File: src/verilog/uart_dp_pkg.sv
// Purpose : constants and types of the serial port transmit/receive data path
// Assumes : APB register map, one aligned 32-bit word per register
// Notes   : register offsets are byte addresses
//
// Behaviour
// software sets the ninth transmit bit before writing the low data byte
// buffer empty flag high while transmit buffer empty, low while it holds data
// buffer empty interrupt requested continuously while flag set and enabled
// writing the data register clears buffer empty until moved to shifter
// software writes zero to the buffer empty flag position
// transmit complete set when frame sent and transmit buffer empty
// transmit complete cleared by interrupt service or by writing one
// transmit complete interrupt requested when flag set and enabled
// parity bit inserted after last data bit, before first stop bit
// transmitter disable waits until shifter and buffer empty, then releases pin
// receive enable makes receiver own the receive pin
// synchronous mode uses external serial clock pin as bit clock
// reception starts on valid start bit, shifts bits to first stop bit
// receiver ignores any second stop bit
// on first stop bit the frame moves into the receive buffer
// unused high data bits of short characters read as zero
// ninth bit and frame, overrun, parity errors stored with each frame
// reading data advances the fifo; status and ninth bit read first
// two-entry buffer; overrun when full, shifter holding, new start seen
// receive complete reflects unread data; disabling receiver flushes buffer
// shifter loads buffer when idle or right after last stop bit
`default_nettype none

package uart_dp_pkg;

   // ----------------------------------------------------------------
   // register map
   // ----------------------------------------------------------------
   localparam logic [7:0] ADDR_DATA = 8'h00;  // serial_data_reg
   localparam logic [7:0] ADDR_CSA  = 8'h04;  // ctrl_status_a
   localparam logic [7:0] ADDR_CSB  = 8'h08;  // ctrl_status_b
   localparam logic [7:0] ADDR_CSC  = 8'h0C;  // frame format
   localparam logic [7:0] ADDR_BAUD = 8'h10;  // clocks per bit

   // ctrl_status_a fields
   localparam int CSA_RXC  = 7;
   localparam int CSA_TXC  = 6;
   localparam int CSA_UDRE = 5;
   localparam int CSA_FE   = 4;
   localparam int CSA_DOR  = 3;
   localparam int CSA_PE   = 2;
   // ctrl_status_b fields
   localparam int CSB_TXCIE = 6;
   localparam int CSB_UDRIE = 5;
   localparam int CSB_RXEN  = 4;
   localparam int CSB_TRANSMIT_ENABLE  = 3;
   localparam int CSB_CSZ2  = 2;
   localparam int CSB_RX9   = 1;
   localparam int CSB_TX9   = 0;
   // frame format fields
   localparam int CSC_SYNC  = 6;
   localparam int CSC_PM1   = 5;
   localparam int CSC_PM0   = 4;
   localparam int CSC_STOP2 = 3;
   localparam int CSC_CSZ1  = 2;
   localparam int CSC_CSZ0  = 1;

   // reset values and the nine-bit size code
   localparam logic [7:0]  CSB_RST  = 8'h00;
   localparam logic [7:0]  CSC_RST  = 8'h06;  // eight data bits, no parity
   localparam logic [15:0] BAUD_RST = 16'h000A;
   localparam logic [2:0]  CSZ_NINE = 3'h7;

   // fifo entry: {pe, dor, fe, ninth, data[7:0]}
   localparam int ENT_W = 12;

   typedef enum logic [4:0] {
      TX_IDLE = 5'b00001, TX_START = 5'b00010, TX_DATA = 5'b00100,
      TX_PAR  = 5'b01000, TX_STOP  = 5'b10000
   } tx_state_t;

   typedef enum logic [4:0] {
      RX_IDLE = 5'b00001, RX_START = 5'b00010, RX_DATA = 5'b00100,
      RX_PAR  = 5'b01000, RX_STOP  = 5'b10000
   } rx_state_t;

   // number of data bits for a character size code
   function automatic logic [3:0] data_bits(input logic [2:0] csz);
      case (csz)
         3'h0:    data_bits = 4'h5;
         3'h1:    data_bits = 4'h6;
         3'h2:    data_bits = 4'h7;
         3'h7:    data_bits = 4'h9;
         default: data_bits = 4'h8;
      endcase
   endfunction

endpackage

`default_nettype wire

File: src/verilog/uart_tx_rx_datapath_flags.sv
// Purpose : transmit and receive data path with flags, reached over APB
// Assumes : pins synchronous to sys_clk_i; baud divider gives clocks per bit
// Notes   : synchronous mode shifts out on rising and samples on falling edge
//
// The address map and the APB slave port were left to the implementer.
`default_nettype none

module uart_tx_rx_datapath_flags
   import uart_dp_pkg::*;
(
   // clock and reset
   input  wire logic        sys_clk_i,
   input  wire logic        rst_i,
   // apb slave
   input  wire logic        psel_i,
   input  wire logic        penable_i,
   input  wire logic        pwrite_i,
   input  wire logic [7:0]  paddr_i,
   input  wire logic [31:0] pwdata_i,
   output logic      [31:0] prdata_o,
   output logic             pready_o,
   output logic             pslverr_o,
   // interrupt requests
   output logic             tx_buf_empty_irq_o,
   output logic             tx_complete_irq_o,
   input  wire logic        tx_complete_irq_ack_i,
   // line side
   output logic             serial_out_pin_o,
   output logic             serial_out_pin_oe_n_o,
   input  wire logic        serial_in_pin_i,
   output logic             serial_in_pin_owned_o,
   input  wire logic        sync_clock_pin_i
);

   // ----------------------------------------------------------------
   // registers and bus decode
   // ----------------------------------------------------------------
   logic [7:0]  csb_reg;
   logic [7:0]  csc_reg;
   logic [15:0] baud_reg;
   logic        txc_reg;
   logic        tbuf_full_reg;
   logic [8:0]  tbuf_reg;
   logic        pop_ok_reg;
   logic [ENT_W-1:0] fifo_mem [2];
   logic        wr_ptr_reg;
   logic        rd_ptr_reg;
   logic [1:0]  rx_count_reg;

   logic        setup, wr_acc, rd_acc, mapped;
   logic [2:0]  csz;
   logic [3:0]  nbits;
   logic [ENT_W-1:0] head;

   assign setup  = psel_i & ~penable_i;
   assign wr_acc = psel_i & penable_i & pwrite_i;
   assign rd_acc = psel_i & penable_i & ~pwrite_i;
   assign mapped = (paddr_i == ADDR_DATA) | (paddr_i == ADDR_CSA) | (paddr_i == ADDR_CSB) |
                   (paddr_i == ADDR_CSC) | (paddr_i == ADDR_BAUD);
   assign csz    = {csb_reg[CSB_CSZ2], csc_reg[CSC_CSZ1], csc_reg[CSC_CSZ0]};
   assign nbits  = data_bits(csz);
   assign head   = fifo_mem[rd_ptr_reg];

   // every access completes in one access cycle; unmapped answers with error
   assign pready_o  = psel_i & penable_i;
   assign pslverr_o = psel_i & penable_i & ~mapped;

   // control registers; the ninth receive bit and status bits are read only, except TXC, cleared by writing one
   always_ff @(posedge sys_clk_i or posedge rst_i) begin
      if (rst_i) begin
         csb_reg  <= CSB_RST;
         csc_reg  <= CSC_RST;
         baud_reg <= BAUD_RST;
      end else if (wr_acc) begin
         if (paddr_i == ADDR_CSB) csb_reg <= {1'b0, pwdata_i[6:2], 1'b0, pwdata_i[0]};
         if (paddr_i == ADDR_CSC) csc_reg <= {1'b0, pwdata_i[6:1], 1'b0};
         if (paddr_i == ADDR_BAUD) baud_reg <= pwdata_i[15:0];
      end
   end

   // read data is fetched at setup so it stays stable through the access
   always_ff @(posedge sys_clk_i or posedge rst_i) begin
      if (rst_i) begin
         prdata_o   <= 32'h0000_0000;
         pop_ok_reg <= 1'b0;
      end else if (setup & ~pwrite_i) begin
         prdata_o   <= 32'h0000_0000;
         pop_ok_reg <= (paddr_i == ADDR_DATA) && (rx_count_reg != 2'h0);
         case (paddr_i)
            ADDR_DATA: if (rx_count_reg != 2'h0) prdata_o[7:0] <= head[7:0];
            ADDR_CSA:  prdata_o[7:0] <= {rx_count_reg != 2'h0, txc_reg, ~tbuf_full_reg,
                                         head[9] & (rx_count_reg != 2'h0),
                                         head[10] & (rx_count_reg != 2'h0),
                                         head[11] & (rx_count_reg != 2'h0), 2'h0};
            ADDR_CSB:  prdata_o[7:0] <= {csb_reg[7:2], head[8] & (rx_count_reg != 2'h0),
                                         csb_reg[0]};
            ADDR_CSC:  prdata_o[7:0] <= csc_reg;
            ADDR_BAUD: prdata_o[15:0] <= baud_reg;
            default:   prdata_o <= 32'h0000_0000;
         endcase
      end
   end

   // ----------------------------------------------------------------
   // bit timing
   // ----------------------------------------------------------------
   logic        sync_mode;
   logic        xck_q_reg;
   logic        xck_rise, xck_fall;
   logic [15:0] tx_cnt_reg;
   logic        tx_tick, tx_load;

   assign sync_mode = csc_reg[CSC_SYNC];
   assign xck_rise  = sync_clock_pin_i & ~xck_q_reg;
   assign xck_fall  = ~sync_clock_pin_i & xck_q_reg;

   // external clock edge detect; the pin is taken as already synchronous
   always_ff @(posedge sys_clk_i or posedge rst_i) begin
      if (rst_i) xck_q_reg <= 1'b0;
      else       xck_q_reg <= sync_clock_pin_i;
   end

   // transmit bit counter, restarted at load so the start bit lasts a whole bit
   always_ff @(posedge sys_clk_i or posedge rst_i) begin
      if (rst_i)                   tx_cnt_reg <= 16'h0000;
      else if (tx_cnt_reg == 16'h0000 || tx_load) tx_cnt_reg <= baud_reg - 16'h0001;
      else                         tx_cnt_reg <= tx_cnt_reg - 16'h0001;
   end
   assign tx_tick = sync_mode ? xck_rise : (tx_cnt_reg == 16'h0000);

   // ----------------------------------------------------------------
   // transmitter
   // ----------------------------------------------------------------
   tx_state_t   tx_state_reg;
   logic [8:0]  tx_sr_reg;
   logic [3:0]  tx_bit_reg;
   logic        tx_par_reg;
   logic        tx_owned_reg;
   logic        tx_last_stop;
   logic [8:0]  tmask;

   assign tmask        = 9'h1FF >> (4'h9 - nbits);
   assign tx_last_stop = tx_tick && (tx_state_reg == TX_STOP) &&
                         (tx_bit_reg == {3'h0, csc_reg[CSC_STOP2]});
   // load from buffer when idle or straight after the last stop bit
   assign tx_load = tbuf_full_reg && tx_owned_reg &&
                    (tx_state_reg == TX_IDLE || tx_last_stop);

   // transmit buffer; holds until moved into the shifter
   always_ff @(posedge sys_clk_i or posedge rst_i) begin
      if (rst_i) begin
         tbuf_full_reg <= 1'b0;
         tbuf_reg      <= 9'h000;
      end else if (wr_acc && paddr_i == ADDR_DATA) begin
         tbuf_full_reg <= 1'b1;
         tbuf_reg      <= {csb_reg[CSB_TX9], pwdata_i[7:0]};
      end else if (tx_load) begin
         tbuf_full_reg <= 1'b0;
      end
   end

   // disable takes effect only once shifter and buffer are both empty
   always_ff @(posedge sys_clk_i or posedge rst_i) begin
      if (rst_i)                   tx_owned_reg <= 1'b0;
      else if (csb_reg[CSB_TRANSMIT_ENABLE])  tx_owned_reg <= 1'b1;
      else if (tx_state_reg == TX_IDLE && !tbuf_full_reg) tx_owned_reg <= 1'b0;
   end

   // frame sequencer: start, data lsb first, optional parity, stop bits
   always_ff @(posedge sys_clk_i or posedge rst_i) begin
      if (rst_i) begin
         tx_state_reg     <= TX_IDLE;
         tx_sr_reg        <= 9'h000;
         tx_bit_reg       <= 4'h0;
         tx_par_reg       <= 1'b0;
         serial_out_pin_o <= 1'b1;
      end else if (tx_load) begin
         tx_state_reg     <= TX_START;
         tx_sr_reg        <= tbuf_reg & tmask;
         tx_par_reg       <= (^(tbuf_reg & tmask)) ^ csc_reg[CSC_PM0];
         tx_bit_reg       <= 4'h0;
         serial_out_pin_o <= 1'b0; // start bit waits a full tick
      end else if (tx_tick) begin
         case (tx_state_reg)
            TX_START: begin
               tx_state_reg     <= TX_DATA;
               serial_out_pin_o <= tx_sr_reg[0];
               tx_sr_reg        <= tx_sr_reg >> 1;
               tx_bit_reg       <= 4'h1;
            end
            TX_DATA: begin
               if (tx_bit_reg == nbits) begin
                  tx_bit_reg <= 4'h0;
                  if (csc_reg[CSC_PM1]) begin
                     tx_state_reg     <= TX_PAR;
                     serial_out_pin_o <= tx_par_reg;
                  end else begin
                     tx_state_reg     <= TX_STOP;
                     serial_out_pin_o <= 1'b1;
                  end
               end else begin
                  serial_out_pin_o <= tx_sr_reg[0];
                  tx_sr_reg        <= tx_sr_reg >> 1;
                  tx_bit_reg       <= tx_bit_reg + 4'h1;
               end
            end
            TX_PAR: begin
               tx_state_reg     <= TX_STOP;
               serial_out_pin_o <= 1'b1;
            end
            TX_STOP: begin
               if (tx_last_stop) tx_state_reg <= TX_IDLE;
               else tx_bit_reg <= tx_bit_reg + 4'h1;
            end
            default: tx_state_reg <= TX_IDLE;
         endcase
      end
   end

   // transmit complete: hardware set wins over either clear
   always_ff @(posedge sys_clk_i or posedge rst_i) begin
      if (rst_i) txc_reg <= 1'b0;
      else if (tx_last_stop && !tbuf_full_reg) txc_reg <= 1'b1;
      else if (tx_complete_irq_ack_i || (wr_acc && paddr_i == ADDR_CSA && pwdata_i[CSA_TXC]))
         txc_reg <= 1'b0;
   end

   // buffer empty flag ignores writes to its position
   assign tx_buf_empty_irq_o    = csb_reg[CSB_UDRIE] & ~tbuf_full_reg;
   assign tx_complete_irq_o     = csb_reg[CSB_TXCIE] & txc_reg;
   assign serial_out_pin_oe_n_o = ~tx_owned_reg;

   // ----------------------------------------------------------------
   // receiver
   // ----------------------------------------------------------------
   rx_state_t   rx_state_reg;
   logic [15:0] rx_cnt_reg;
   logic [8:0]  rx_sr_reg;
   logic [3:0]  rx_bit_reg;
   logic        rx_par_reg;
   logic        pend_valid_reg;
   logic [ENT_W-1:0] pend_reg;
   logic        dor_reg;
   logic        rx_en, rx_tick, pin, start_seen, push, pop;
   logic [8:0]  rx_data;

   assign rx_en   = csb_reg[CSB_RXEN];
   assign pin     = rx_en ? serial_in_pin_i : 1'b1;
   assign serial_in_pin_owned_o = rx_en;
   assign rx_tick = sync_mode ? xck_fall : (rx_cnt_reg == 16'h0000);
   assign rx_data = rx_sr_reg >> (4'h9 - nbits);
   // a start bit counts once it is confirmed
   assign start_seen = sync_mode ? (rx_state_reg == RX_IDLE && xck_fall && !pin)
                                 : (rx_state_reg == RX_START && rx_tick && !pin);
   assign push = pend_valid_reg && (rx_count_reg != 2'h2);
   assign pop  = rd_acc && pop_ok_reg;

   // bit sequencer; async mode samples mid bit after a half bit start check
   always_ff @(posedge sys_clk_i or posedge rst_i) begin
      if (rst_i) begin
         rx_state_reg <= RX_IDLE;
         rx_cnt_reg   <= 16'h0000;
         rx_sr_reg    <= 9'h000;
         rx_bit_reg   <= 4'h0;
         rx_par_reg   <= 1'b0;
      end else if (!rx_en) begin
         rx_state_reg <= RX_IDLE; // disabling aborts a reception at once
      end else begin
         rx_cnt_reg <= (rx_cnt_reg == 16'h0000) ? baud_reg - 16'h0001 : rx_cnt_reg - 16'h0001;
         case (rx_state_reg)
            RX_IDLE: begin
               rx_bit_reg <= 4'h0;
               if (sync_mode) begin
                  if (start_seen) rx_state_reg <= RX_DATA;
               end else if (!pin) begin
                  rx_state_reg <= RX_START;
                  rx_cnt_reg   <= {1'b0, baud_reg[15:1]};
               end
            end
            RX_START: if (rx_tick) rx_state_reg <= pin ? RX_IDLE : RX_DATA;
            RX_DATA: if (rx_tick) begin
               rx_sr_reg  <= {pin, rx_sr_reg[8:1]};
               rx_bit_reg <= rx_bit_reg + 4'h1;
               if (rx_bit_reg + 4'h1 == nbits)
                  rx_state_reg <= csc_reg[CSC_PM1] ? RX_PAR : RX_STOP;
            end
            RX_PAR: if (rx_tick) begin
               rx_par_reg   <= pin;
               rx_state_reg <= RX_STOP;
            end
            // only the first stop bit is sampled; a second one reads as idle
            RX_STOP: if (rx_tick) rx_state_reg <= RX_IDLE;
            default: rx_state_reg <= RX_IDLE;
         endcase
      end
   end

   // completed frame waits in the shifter stage until the fifo has room
   always_ff @(posedge sys_clk_i or posedge rst_i) begin
      if (rst_i) begin
         pend_valid_reg <= 1'b0;
         pend_reg       <= '0;
      end else if (!rx_en) begin
         pend_valid_reg <= 1'b0;
      end else if (rx_state_reg == RX_STOP && rx_tick) begin
         pend_valid_reg <= 1'b1;
         pend_reg <= {csc_reg[CSC_PM1] & ((^rx_data) ^ csc_reg[CSC_PM0] ^ rx_par_reg),
                      1'b0, ~pin, rx_data};
      end else if (push) begin
         pend_valid_reg <= 1'b0;
      end
   end

   // overrun: remembered until a frame is moved into the fifo
   always_ff @(posedge sys_clk_i or posedge rst_i) begin
      if (rst_i) dor_reg <= 1'b0;
      else if (!rx_en) dor_reg <= 1'b0;
      else if (start_seen && pend_valid_reg && rx_count_reg == 2'h2) dor_reg <= 1'b1;
      else if (push) dor_reg <= 1'b0;
   end

   // two-entry receive fifo
   always_ff @(posedge sys_clk_i or posedge rst_i) begin
      if (rst_i) begin
         wr_ptr_reg   <= 1'b0;
         rd_ptr_reg   <= 1'b0;
         rx_count_reg <= 2'h0;
      end else if (!rx_en) begin
         wr_ptr_reg   <= 1'b0;
         rd_ptr_reg   <= 1'b0;
         rx_count_reg <= 2'h0;
      end else begin
         if (push) wr_ptr_reg <= ~wr_ptr_reg;
         if (pop)  rd_ptr_reg <= ~rd_ptr_reg;
         rx_count_reg <= rx_count_reg + {1'b0, push} - {1'b0, pop};
      end
   end

   always_ff @(posedge sys_clk_i) begin
      if (push) fifo_mem[wr_ptr_reg] <= {pend_reg[11], dor_reg, pend_reg[9:0]};
   end

   // ----------------------------------------------------------------
   // assertions
   // ----------------------------------------------------------------
   property p_udre_clear;
      @(posedge sys_clk_i) disable iff (rst_i)
      wr_acc && paddr_i == ADDR_DATA |=> !tx_buf_empty_irq_o && tbuf_full_reg;
   endproperty
   a_udre_clear: assert property (p_udre_clear) else $error("data write left buffer empty");

   property p_udre_irq;
      @(posedge sys_clk_i) disable iff (rst_i)
      csb_reg[CSB_UDRIE] && !tbuf_full_reg |-> tx_buf_empty_irq_o;
   endproperty
   a_udre_irq: assert property (p_udre_irq) else $error("buffer empty request missing");

   property p_txc_set;
      @(posedge sys_clk_i) disable iff (rst_i)
      tx_last_stop && !tbuf_full_reg |=> txc_reg ##1 (txc_reg || $past(tx_complete_irq_ack_i) || $past(wr_acc));
   endproperty
   a_txc_set: assert property (p_txc_set) else $error("transmit complete not set");

   property p_txc_ack;
      @(posedge sys_clk_i) disable iff (rst_i)
      tx_complete_irq_ack_i && !tx_last_stop |=> !txc_reg;
   endproperty
   a_txc_ack: assert property (p_txc_ack) else $error("transmit complete not cleared");

   property p_txc_irq;
      @(posedge sys_clk_i) disable iff (rst_i)
      $rose(txc_reg) && csb_reg[CSB_TXCIE] |-> tx_complete_irq_o;
   endproperty
   a_txc_irq: assert property (p_txc_irq) else $error("transmit complete request missing");

   property p_parity_bit;
      @(posedge sys_clk_i) disable iff (rst_i)
      tx_state_reg == TX_PAR |-> serial_out_pin_o == tx_par_reg && csc_reg[CSC_PM1];
   endproperty
   a_parity_bit: assert property (p_parity_bit) else $error("wrong parity on line");

   property p_tx_release;
      @(posedge sys_clk_i) disable iff (rst_i)
      !serial_out_pin_oe_n_o && (tx_state_reg != TX_IDLE || tbuf_full_reg) |=> !serial_out_pin_oe_n_o;
   endproperty
   a_tx_release: assert property (p_tx_release) else $error("pin released mid frame");

   property p_rx_flush;
      @(posedge sys_clk_i) disable iff (rst_i)
      !rx_en |=> rx_count_reg == 2'h0 && !pend_valid_reg;
   endproperty
   a_rx_flush: assert property (p_rx_flush) else $error("receive buffer not flushed");

   property p_rx_store;
      @(posedge sys_clk_i) disable iff (rst_i)
      rx_en && rx_state_reg == RX_STOP && rx_tick |=> pend_valid_reg ##1 (rx_count_reg != 2'h0 || !rx_en);
   endproperty
   a_rx_store: assert property (p_rx_store) else $error("frame not stored");

   c_back_to_back: cover property (@(posedge sys_clk_i) disable iff (rst_i) tx_last_stop && tx_load);
   c_rx_full:      cover property (@(posedge sys_clk_i) disable iff (rst_i) rx_count_reg == 2'h2);
   c_overrun:      cover property (@(posedge sys_clk_i) disable iff (rst_i) $rose(dor_reg));

endmodule

`default_nettype wire

File: config.mk
export PLATFORM = sky130hd
export DESIGN_NAME = uart_tx_rx_datapath_flags
export DESIGN_NICKNAME = d
export VERILOG_FILES = /design/src/verilog/uart_dp_pkg.sv /design/src/verilog/uart_tx_rx_datapath_flags.sv
export SDC_FILE = /design/constraint.sdc
export NUM_CORES = 1
export LEC_CHECK = 0
export BUFFER_PORTS_ARGS = -buffer_cell sky130_fd_sc_hd__buf_4
export CORE_ASPECT_RATIO = 0.8
export CORE_UTILIZATION = 50
export DETAILED_ROUTE_END_ITERATION = 12
export PLACE_DENSITY = 0.69
export SYNTH_ARGS = -nofsm -noshare
export SYNTH_HDL_FRONTEND = slang
export SYNTH_SLANG_ARGS = --single-unit
File: constraint.sdc
create_clock -name sys_clk_i -period 10.75 [get_ports sys_clk_i]
set_clock_uncertainty 0.2 [all_clocks]
set_input_delay 1.075 -clock sys_clk_i [delete_from_list [all_inputs] [get_ports sys_clk_i]]
set_output_delay 1.075 -clock sys_clk_i [all_outputs]
set_load 0.02 [all_outputs]
==> flow_summary.yaml, run 1 <==
grt:
  grtUsageTotal_pct: 24.6
  grt_pass1_wl_um: 39000
  grt_max_degree: 90
  antenna_found_initial: 0
  grt_overflow: 0
  grt_pass1_vias: 7030
floorplan:
  die_width_um: 159
  coreArea_mm2: 0.0191
  dieArea_mm2: 0.0202
  die_h_um: 127
  rows: 45
  start_util_pct: 51.5
  ioPinCount: 87
layout:
  drive_gt1_share_pct: 15.7
  stdcell_count: 1308
  nNetsFinal: 1097
  final_core_util_pct: 56.9
  area_growth_pct: 10.6
  nFillCells: 1689
  regMostFlops: "fifo_mem"
  final_area_mm2: 0.0109
  antenna_cells: 0
  largest_reg_flops: 24
setup_path:
  slowest_delay_ns: 0.93
  path_cells: "or2b_1 > a21oi_1 > inv_1 > ha_1 > xnor2_1 > nand2_1 > o32ai_1 > mux2i_4 > xnor3_1 > o31ai_2"
  r2r_slack_ns: 6.31
  startpoint_type: "register"
  endpoint_kind: "register"
  crit_required_ns: 10.89
  crit_arrival_ns: 4.58
  path_class: "reg -> reg"
  slowest_stage: "dfstp_2"
  crit_path_max_fanout: 32
cts:
  cts_max_level: 4
  postCtsHoldBufs: 0
  clock_latency_ns: 0.43
  cts_buffers: 17
  clock_path_buffers: 2
  cts_tree: "done"
  cts.clk_slew.worst_paths_ns: 0.07
  cts-root-buf: "clkbuf_16"
  cts_sinks: 170
  ctsResizeCount: 0
  post_cts_buffers: 0
power_and_ir_drop:
  switchingPower_mw: 0.337
  p_leak_nw: 4.60
  p_seq_share_pct: 48.6
  power.total_mw: 1.38
  clkPwrFrac_pct: 45.2
  power_density_mw_per_mm2: 127
  pwr-share-comb_pct: 6.1
  ir_worst_vdd_uv: 139
  sw_frac_of_total_pct: 24.4
  cellInternalPower_mw: 1.05
sta:
  max_clock_freq_mhz: 225
  hold_violations: 0
  fin_crit_sh_pct: 41.3
  hold_ws_ns: 0.276
  layout_min_cycle_time_ns: 4.44
  tns_ns: 0
  worst_slack_ns: 6.31
  rsz0062_at_grt: "no"
  slew_headroom_pct: 21.6
  setup_violations: 0
  slew_violations: 0
  worstMarginPinSlew_ns: 1.18
placed_design:
  dp_hpwl_um: 16900
  place.gp.congestion: 0.889
  port_buffers: 54
  place_inst: 1276
  dpl-instance-area_mm2: 0.0103
  pre_cts_ws_ns: 6.44
yosys:
  netlist_area_mm2: 0.00983
  synthArstFlopShare_pct: 85.9
  ys_warn_count: 0
  ys.flop_type: "dfrtp_1"
  ys_seq_area_share_pct: 44.6
  synth_cells: 1016
  netlist-cell-type-count: 82
  ys_seq_elements: 170
  syn_avg_cell_area_um2: 9.67
  synth-edff-count: 24
run_status:
  status: "finished clean"
detailed_routing:
  routed_via_density: 5.91
  wl_met2_um: 9700
  drc: 0
  dr_total_vias: 7734
  firstDrtPassIters: 5
  ant_nets: 0
  postRouteWirelength_um: 24100
  met3_length_um: 1710
  drt-initial-drc-count: 739
  highest_layer: "met4"
  avgRoutedWirePerCell_um: 18.4
  wl_met1_um: 12400
run:
  maxCapViolCount: 0
hold_path:
  hp-class: "reg -> reg"
## per-layer routing
metal  GRT usage (%)  vias up
met1            39.2     3766
met4            6.40        0
met2            33.2      285
li1                -     3665
met3            5.06       18
met5               0        -
## cells in the final DEF (no fill, tap or decap), types with 8 or more instances in the layout
cell type	count
and3_1	8
and2_1	11
ha_1	12
nand3_1	23
xor2_1	20
nand2_1	97
a21oi_1	47
clkbuf_16	19
mux2_2	41
conb_1	16
dfrtp_1	139
edfxtp_1	24
inv_1	34
nor4_1	14
xnor2_1	41
o21ai_0	58
nor2b_1	13
nor2_1	97
mux2i_1	45
or3_1	10
nor3_1	27
a211oi_1	23
buf_4	59
o211ai_1	11
## power by group through the flow
stage | clock network, mW | logic [mW] | registers, mW
final | 0.625 | 0.0848 | 0.672
after global routing | 0.662 | 0.0939 | 0.673
after CTS | 0.634 | 0.0850 | 0.671
after detailed placement | 0 | 0.0844 | 0.683
after global placement | 0 | 0.0835 | 0.683
after floorplan | 0 | 0.0615 | 0.679
## critical path: cells and delay by family (launching register included)
kind	cells	cell delay, ns
AO/OA/AOI/OAI	3	0.98
XOR/XNOR	2	1.15
adder cells (fa/ha/maj)	1	0.25
buffers and inverters	1	0.13
flip-flops	1	0.93
multiplexers	1	0.13
AND/OR/NAND/NOR	2	0.56
## kinds of logic after synthesis
group	count (synthesis)	share of synthesized area, %
and+or+nand+nor	348	17.3
AOI/OAI and AO/OA	227	15.6
DFF	170	44.6
buffers and inverters	107	5.40
muxes	87	9.51
xor gates and xnor gates	63	5.89
adders and majority gates	13	1.63
other	1	0.0382
## cells in the mapped netlist (8+ instances only)
| cell | count | area share [%] |
|---|---|---|
| nor2_1 | 97 | 3.7 |
| nor2b_1 | 13 | 0.83 |
| xor2_1 | 20 | 1.8 |
| o21ai_0 | 58 | 3.0 |
| buf_2 | 10 | 0.51 |
| nor3_1 | 29 | 1.5 |
| a21oi_1 | 47 | 2.4 |
| o211ai_1 | 11 | 0.84 |
| edfxtp_1 | 24 | 7.3 |
| a211oi_1 | 23 | 1.8 |
| buf_4 | 22 | 1.7 |
| ha_1 | 12 | 1.5 |
| and2_1 | 11 | 0.70 |
| and3_1 | 8 | 0.51 |
| inv_1 | 35 | 1.3 |
| nand2_1 | 97 | 3.7 |
| nor4_1 | 14 | 0.89 |
| clkbuf_1 | 32 | 1.2 |
| nand3_1 | 23 | 1.2 |
| xnor2_1 | 41 | 3.7 |
| mux2i_1 | 45 | 4.6 |
| mux2_2 | 41 | 4.7 |
| dfrtp_1 | 139 | 35 |
| or3_1 | 10 | 0.64 |
## layout make-up
cell class	instances	area (um2)	share of cell area, %
multi-input combinational	754	4980	45.8
inverter	35	136	1.25
clock buffer	21	493	4.54
timing repair buffer	59	443	4.08
sequential	170	4380	40.3
tap	258	323	2.97
clock inverter	11	109	1.00
## worst paths after layout
check,from,to,cells after the start
min reg2reg,pend_reg[6],fifo_mem[0][6],0
max in group asynchronous,rst_i,dor_reg,3
min in group asynchronous,rst_i,tx_state_reg[1],2
max reg2reg,csc_reg[1],pend_reg[11],10
min,pend_reg[6],fifo_mem[0][6],0
max,csc_reg[1],pend_reg[11],10
Power figures use the tool's default switching activity.
==> run 2: changes to the inputs <==
==> constraint.sdc (replaced) <==
create_clock -name sys_clk_i -period 4.3 [get_ports sys_clk_i]
set_clock_uncertainty 0.2 [all_clocks]
set_input_delay 0.43 -clock sys_clk_i [delete_from_list [all_inputs] [get_ports sys_clk_i]]
set_output_delay 0.43 -clock sys_clk_i [all_outputs]
set_load 0.02 [all_outputs]
==> run 2 against run 1 <==
Clock power grew to 2.5 times the previous value. Via count rose by 0.61%. Global-route usage increased by 0.53 points. Largest cell class unchanged. Sequential share of layout area fell by 0.31 points. Maximum frequency is 15% higher. Combinational power rose to 2.6 times the previous value. Critical endpoint is now tx_par_reg. Utilization rose by 0.44 points.
==> flow_summary.yaml, run 2 (same netlist as run 1, synthesis figures left out) <==
run_status:
  status: "finished clean"
setup_path:
  r2r_slack_ns: 0.45
  endpoint_kind: "register"
  path_cells: "or2b_1 > a21oi_1 > inv_1 > ha_1 > inv_1 > o21ai_0 > xor2_1 > nand2_1 > xnor2_1 > xnor2_1 > xnor2_1 > o21ai_0"
  slowest_stage: "ha_1"
  worst_path_most_repeated_cell: "xnor2_1"
  cp_num_buf_inv: 2
  crit_arrival_ns: 3.93
  slowest_delay_ns: 0.63
  path_class: "reg -> reg"
  crit_required_ns: 4.38
  critPathTopFamily: "compound AO/OA/AOI/OAI gates"
  crit_path_max_fanout: 17
  startpoint_type: "register"
cts:
  cts_buffers: 17
  cts_tree: "done"
  ctsResizeCount: 0
  clock_path_buffers: 2
  cts_sinks: 170
  cts-root-buf: "clkbuf_16"
  cts_max_level: 4
  clock_latency_ns: 0.44
  cts.clk_slew.worst_paths_ns: 0.07
power_and_ir_drop:
  p_leak_nw: 4.65
  power_density_mw_per_mm2: 316
  power.total_mw: 3.47
  ir_worst_vdd_uv: 259
layout:
  final_common_cell: "dfrtp_1"
  regMostFlops: "fifo_mem"
  drive_gt1_share_pct: 16.6
  antenna_cells: 0
  nNetsFinal: 1109
  nFillCells: 1674
  layout_common_cells: "139 x dfrtp_1, 97 x nor2_1, 97 x nand2_1"
  area_growth_pct: 11.4
  largest_reg_flops: 24
grt:
  grt_pass1_wl_um: 39600
  grtUsageTotal_pct: 25.1
  antenna_found_initial: 0
  grt_overflow: 0
  grt_pass1_vias: 7074
  grt_max_degree: 75
floorplan:
  die_h_um: 127
  die_width_um: 159
  start_util_pct: 51.5
  ioPinCount: 87
  dieArea_mm2: 0.0202
  rows: 45
  coreArea_mm2: 0.0191
detailed_routing:
  postRouteWirelength_um: 24600
  drc: 0
  avgRoutedWirePerCell_um: 18.6
  dr_total_vias: 7781
  routed_via_density: 5.89
  drt-initial-drc-count: 727
  ant_nets: 0
  firstDrtPassIters: 6
hold_path:
  hp-class: "in -> reg"
sta:
  fin_crit_sh_pct: 89.6
  hold_violations: 0
  slew_violations: 0
  worstMarginPinSlew_ns: 1.13
  setup_violations: 0
  max_clock_freq_mhz: 259
  rsz0062_at_grt: "no"
  tns_ns: 0
  layout_min_cycle_time_ns: 3.85
  slew_headroom_pct: 24.6
run:
  maxCapViolCount: 0
placed_design:
  dp_hpwl_um: 17500
  port_buffers: 54
  place.gp.congestion: 0.895
-- run 2: cell types whose count changed in the layout (fill, tap and decap cells not counted) --
cell / before / now
inv_6: 3 / 5
inv_4: 0 / 2
clkinv_2: 2 / 1
clkinvlp_4: 3 / 2
clkbuf_16: 19 / 18
clkbuf_1: 1 / 0
dlygate4sd3_1: 0 / 2
buf_4: 59 / 69
-- run 2: area by class of cell --
type	count	area [um2]	share of cell area, %
Sequential cell	170	4380	40.0
Clock inverter	13	128	1.17
Tap cell	258	323	2.95
Multi-Input combinational cell	754	4980	45.5
Clock buffer	19	464	4.24
Timing Repair Buffer	71	538	4.91
Inverter	35	135	1.23
-- run 2: per-layer routing --
layer | vias to the layer above | routed length [um] | GRT usage [%]
met1 | 3782 | 12300 | 39.0
met2 | 284 | 9980 | 34.6
met4 | 0 | 227 | 4.97
met5 | - | 0 | 0
li1 | 3694 | - | -
met3 | 21 | 2100 | 6.88
-- run 2: worst paths after layout --
| kind | from | end | cells after the start |
|---|---|---|---|
| min in group asynchronous | rst_i | pend_reg[9] | 3 |
| max reg2reg | csc_reg[1] | tx_par_reg | 12 |
| max | csc_reg[1] | tx_par_reg | 12 |
| max in group asynchronous | rst_i | tx_state_reg[1] | 4 |
| min reg2reg | pend_reg[8] | fifo_mem[1][8] | 0 |
| min | pwdata_i[14] | baud_reg[14] | 2 |
-- run 2: report_power, final --
| group | switching (mW) | internal, mW |
|---|---|---|
| clock | 0.707 | 0.863 |
| sequential | 0.0319 | 1.65 |
| combinational | 0.140 | 0.0778 |
-- run 2: stage by stage --
| step | hold WS, ns | setup WS, ns | utilization [%] | instance area [um2] | instances |
|---|---|---|---|---|---|
| final | 0.0202 | 0.446 | 57.4 | 11000 | 1320 |
| after global routing | 0.0149 | 0.225 | 57.4 | 11000 | 1320 |
| after global placement | 0.124 | 0.663 | 54.2 | 10300 | 1286 |
| after floorplan | 0.242 | 1.05 | - | 9890 | 1031 |
| after CTS | 0.0129 | 0.493 | 57.4 | 11000 | 1320 |
| after detailed placement | 0.117 | 0.514 | 54.2 | 10300 | 1286 |
-- run 2: what timing repair did --
action,CTS,global route
buffers inserted,0,0
hold buffers,2,0
hold endpoints to repair,2,0
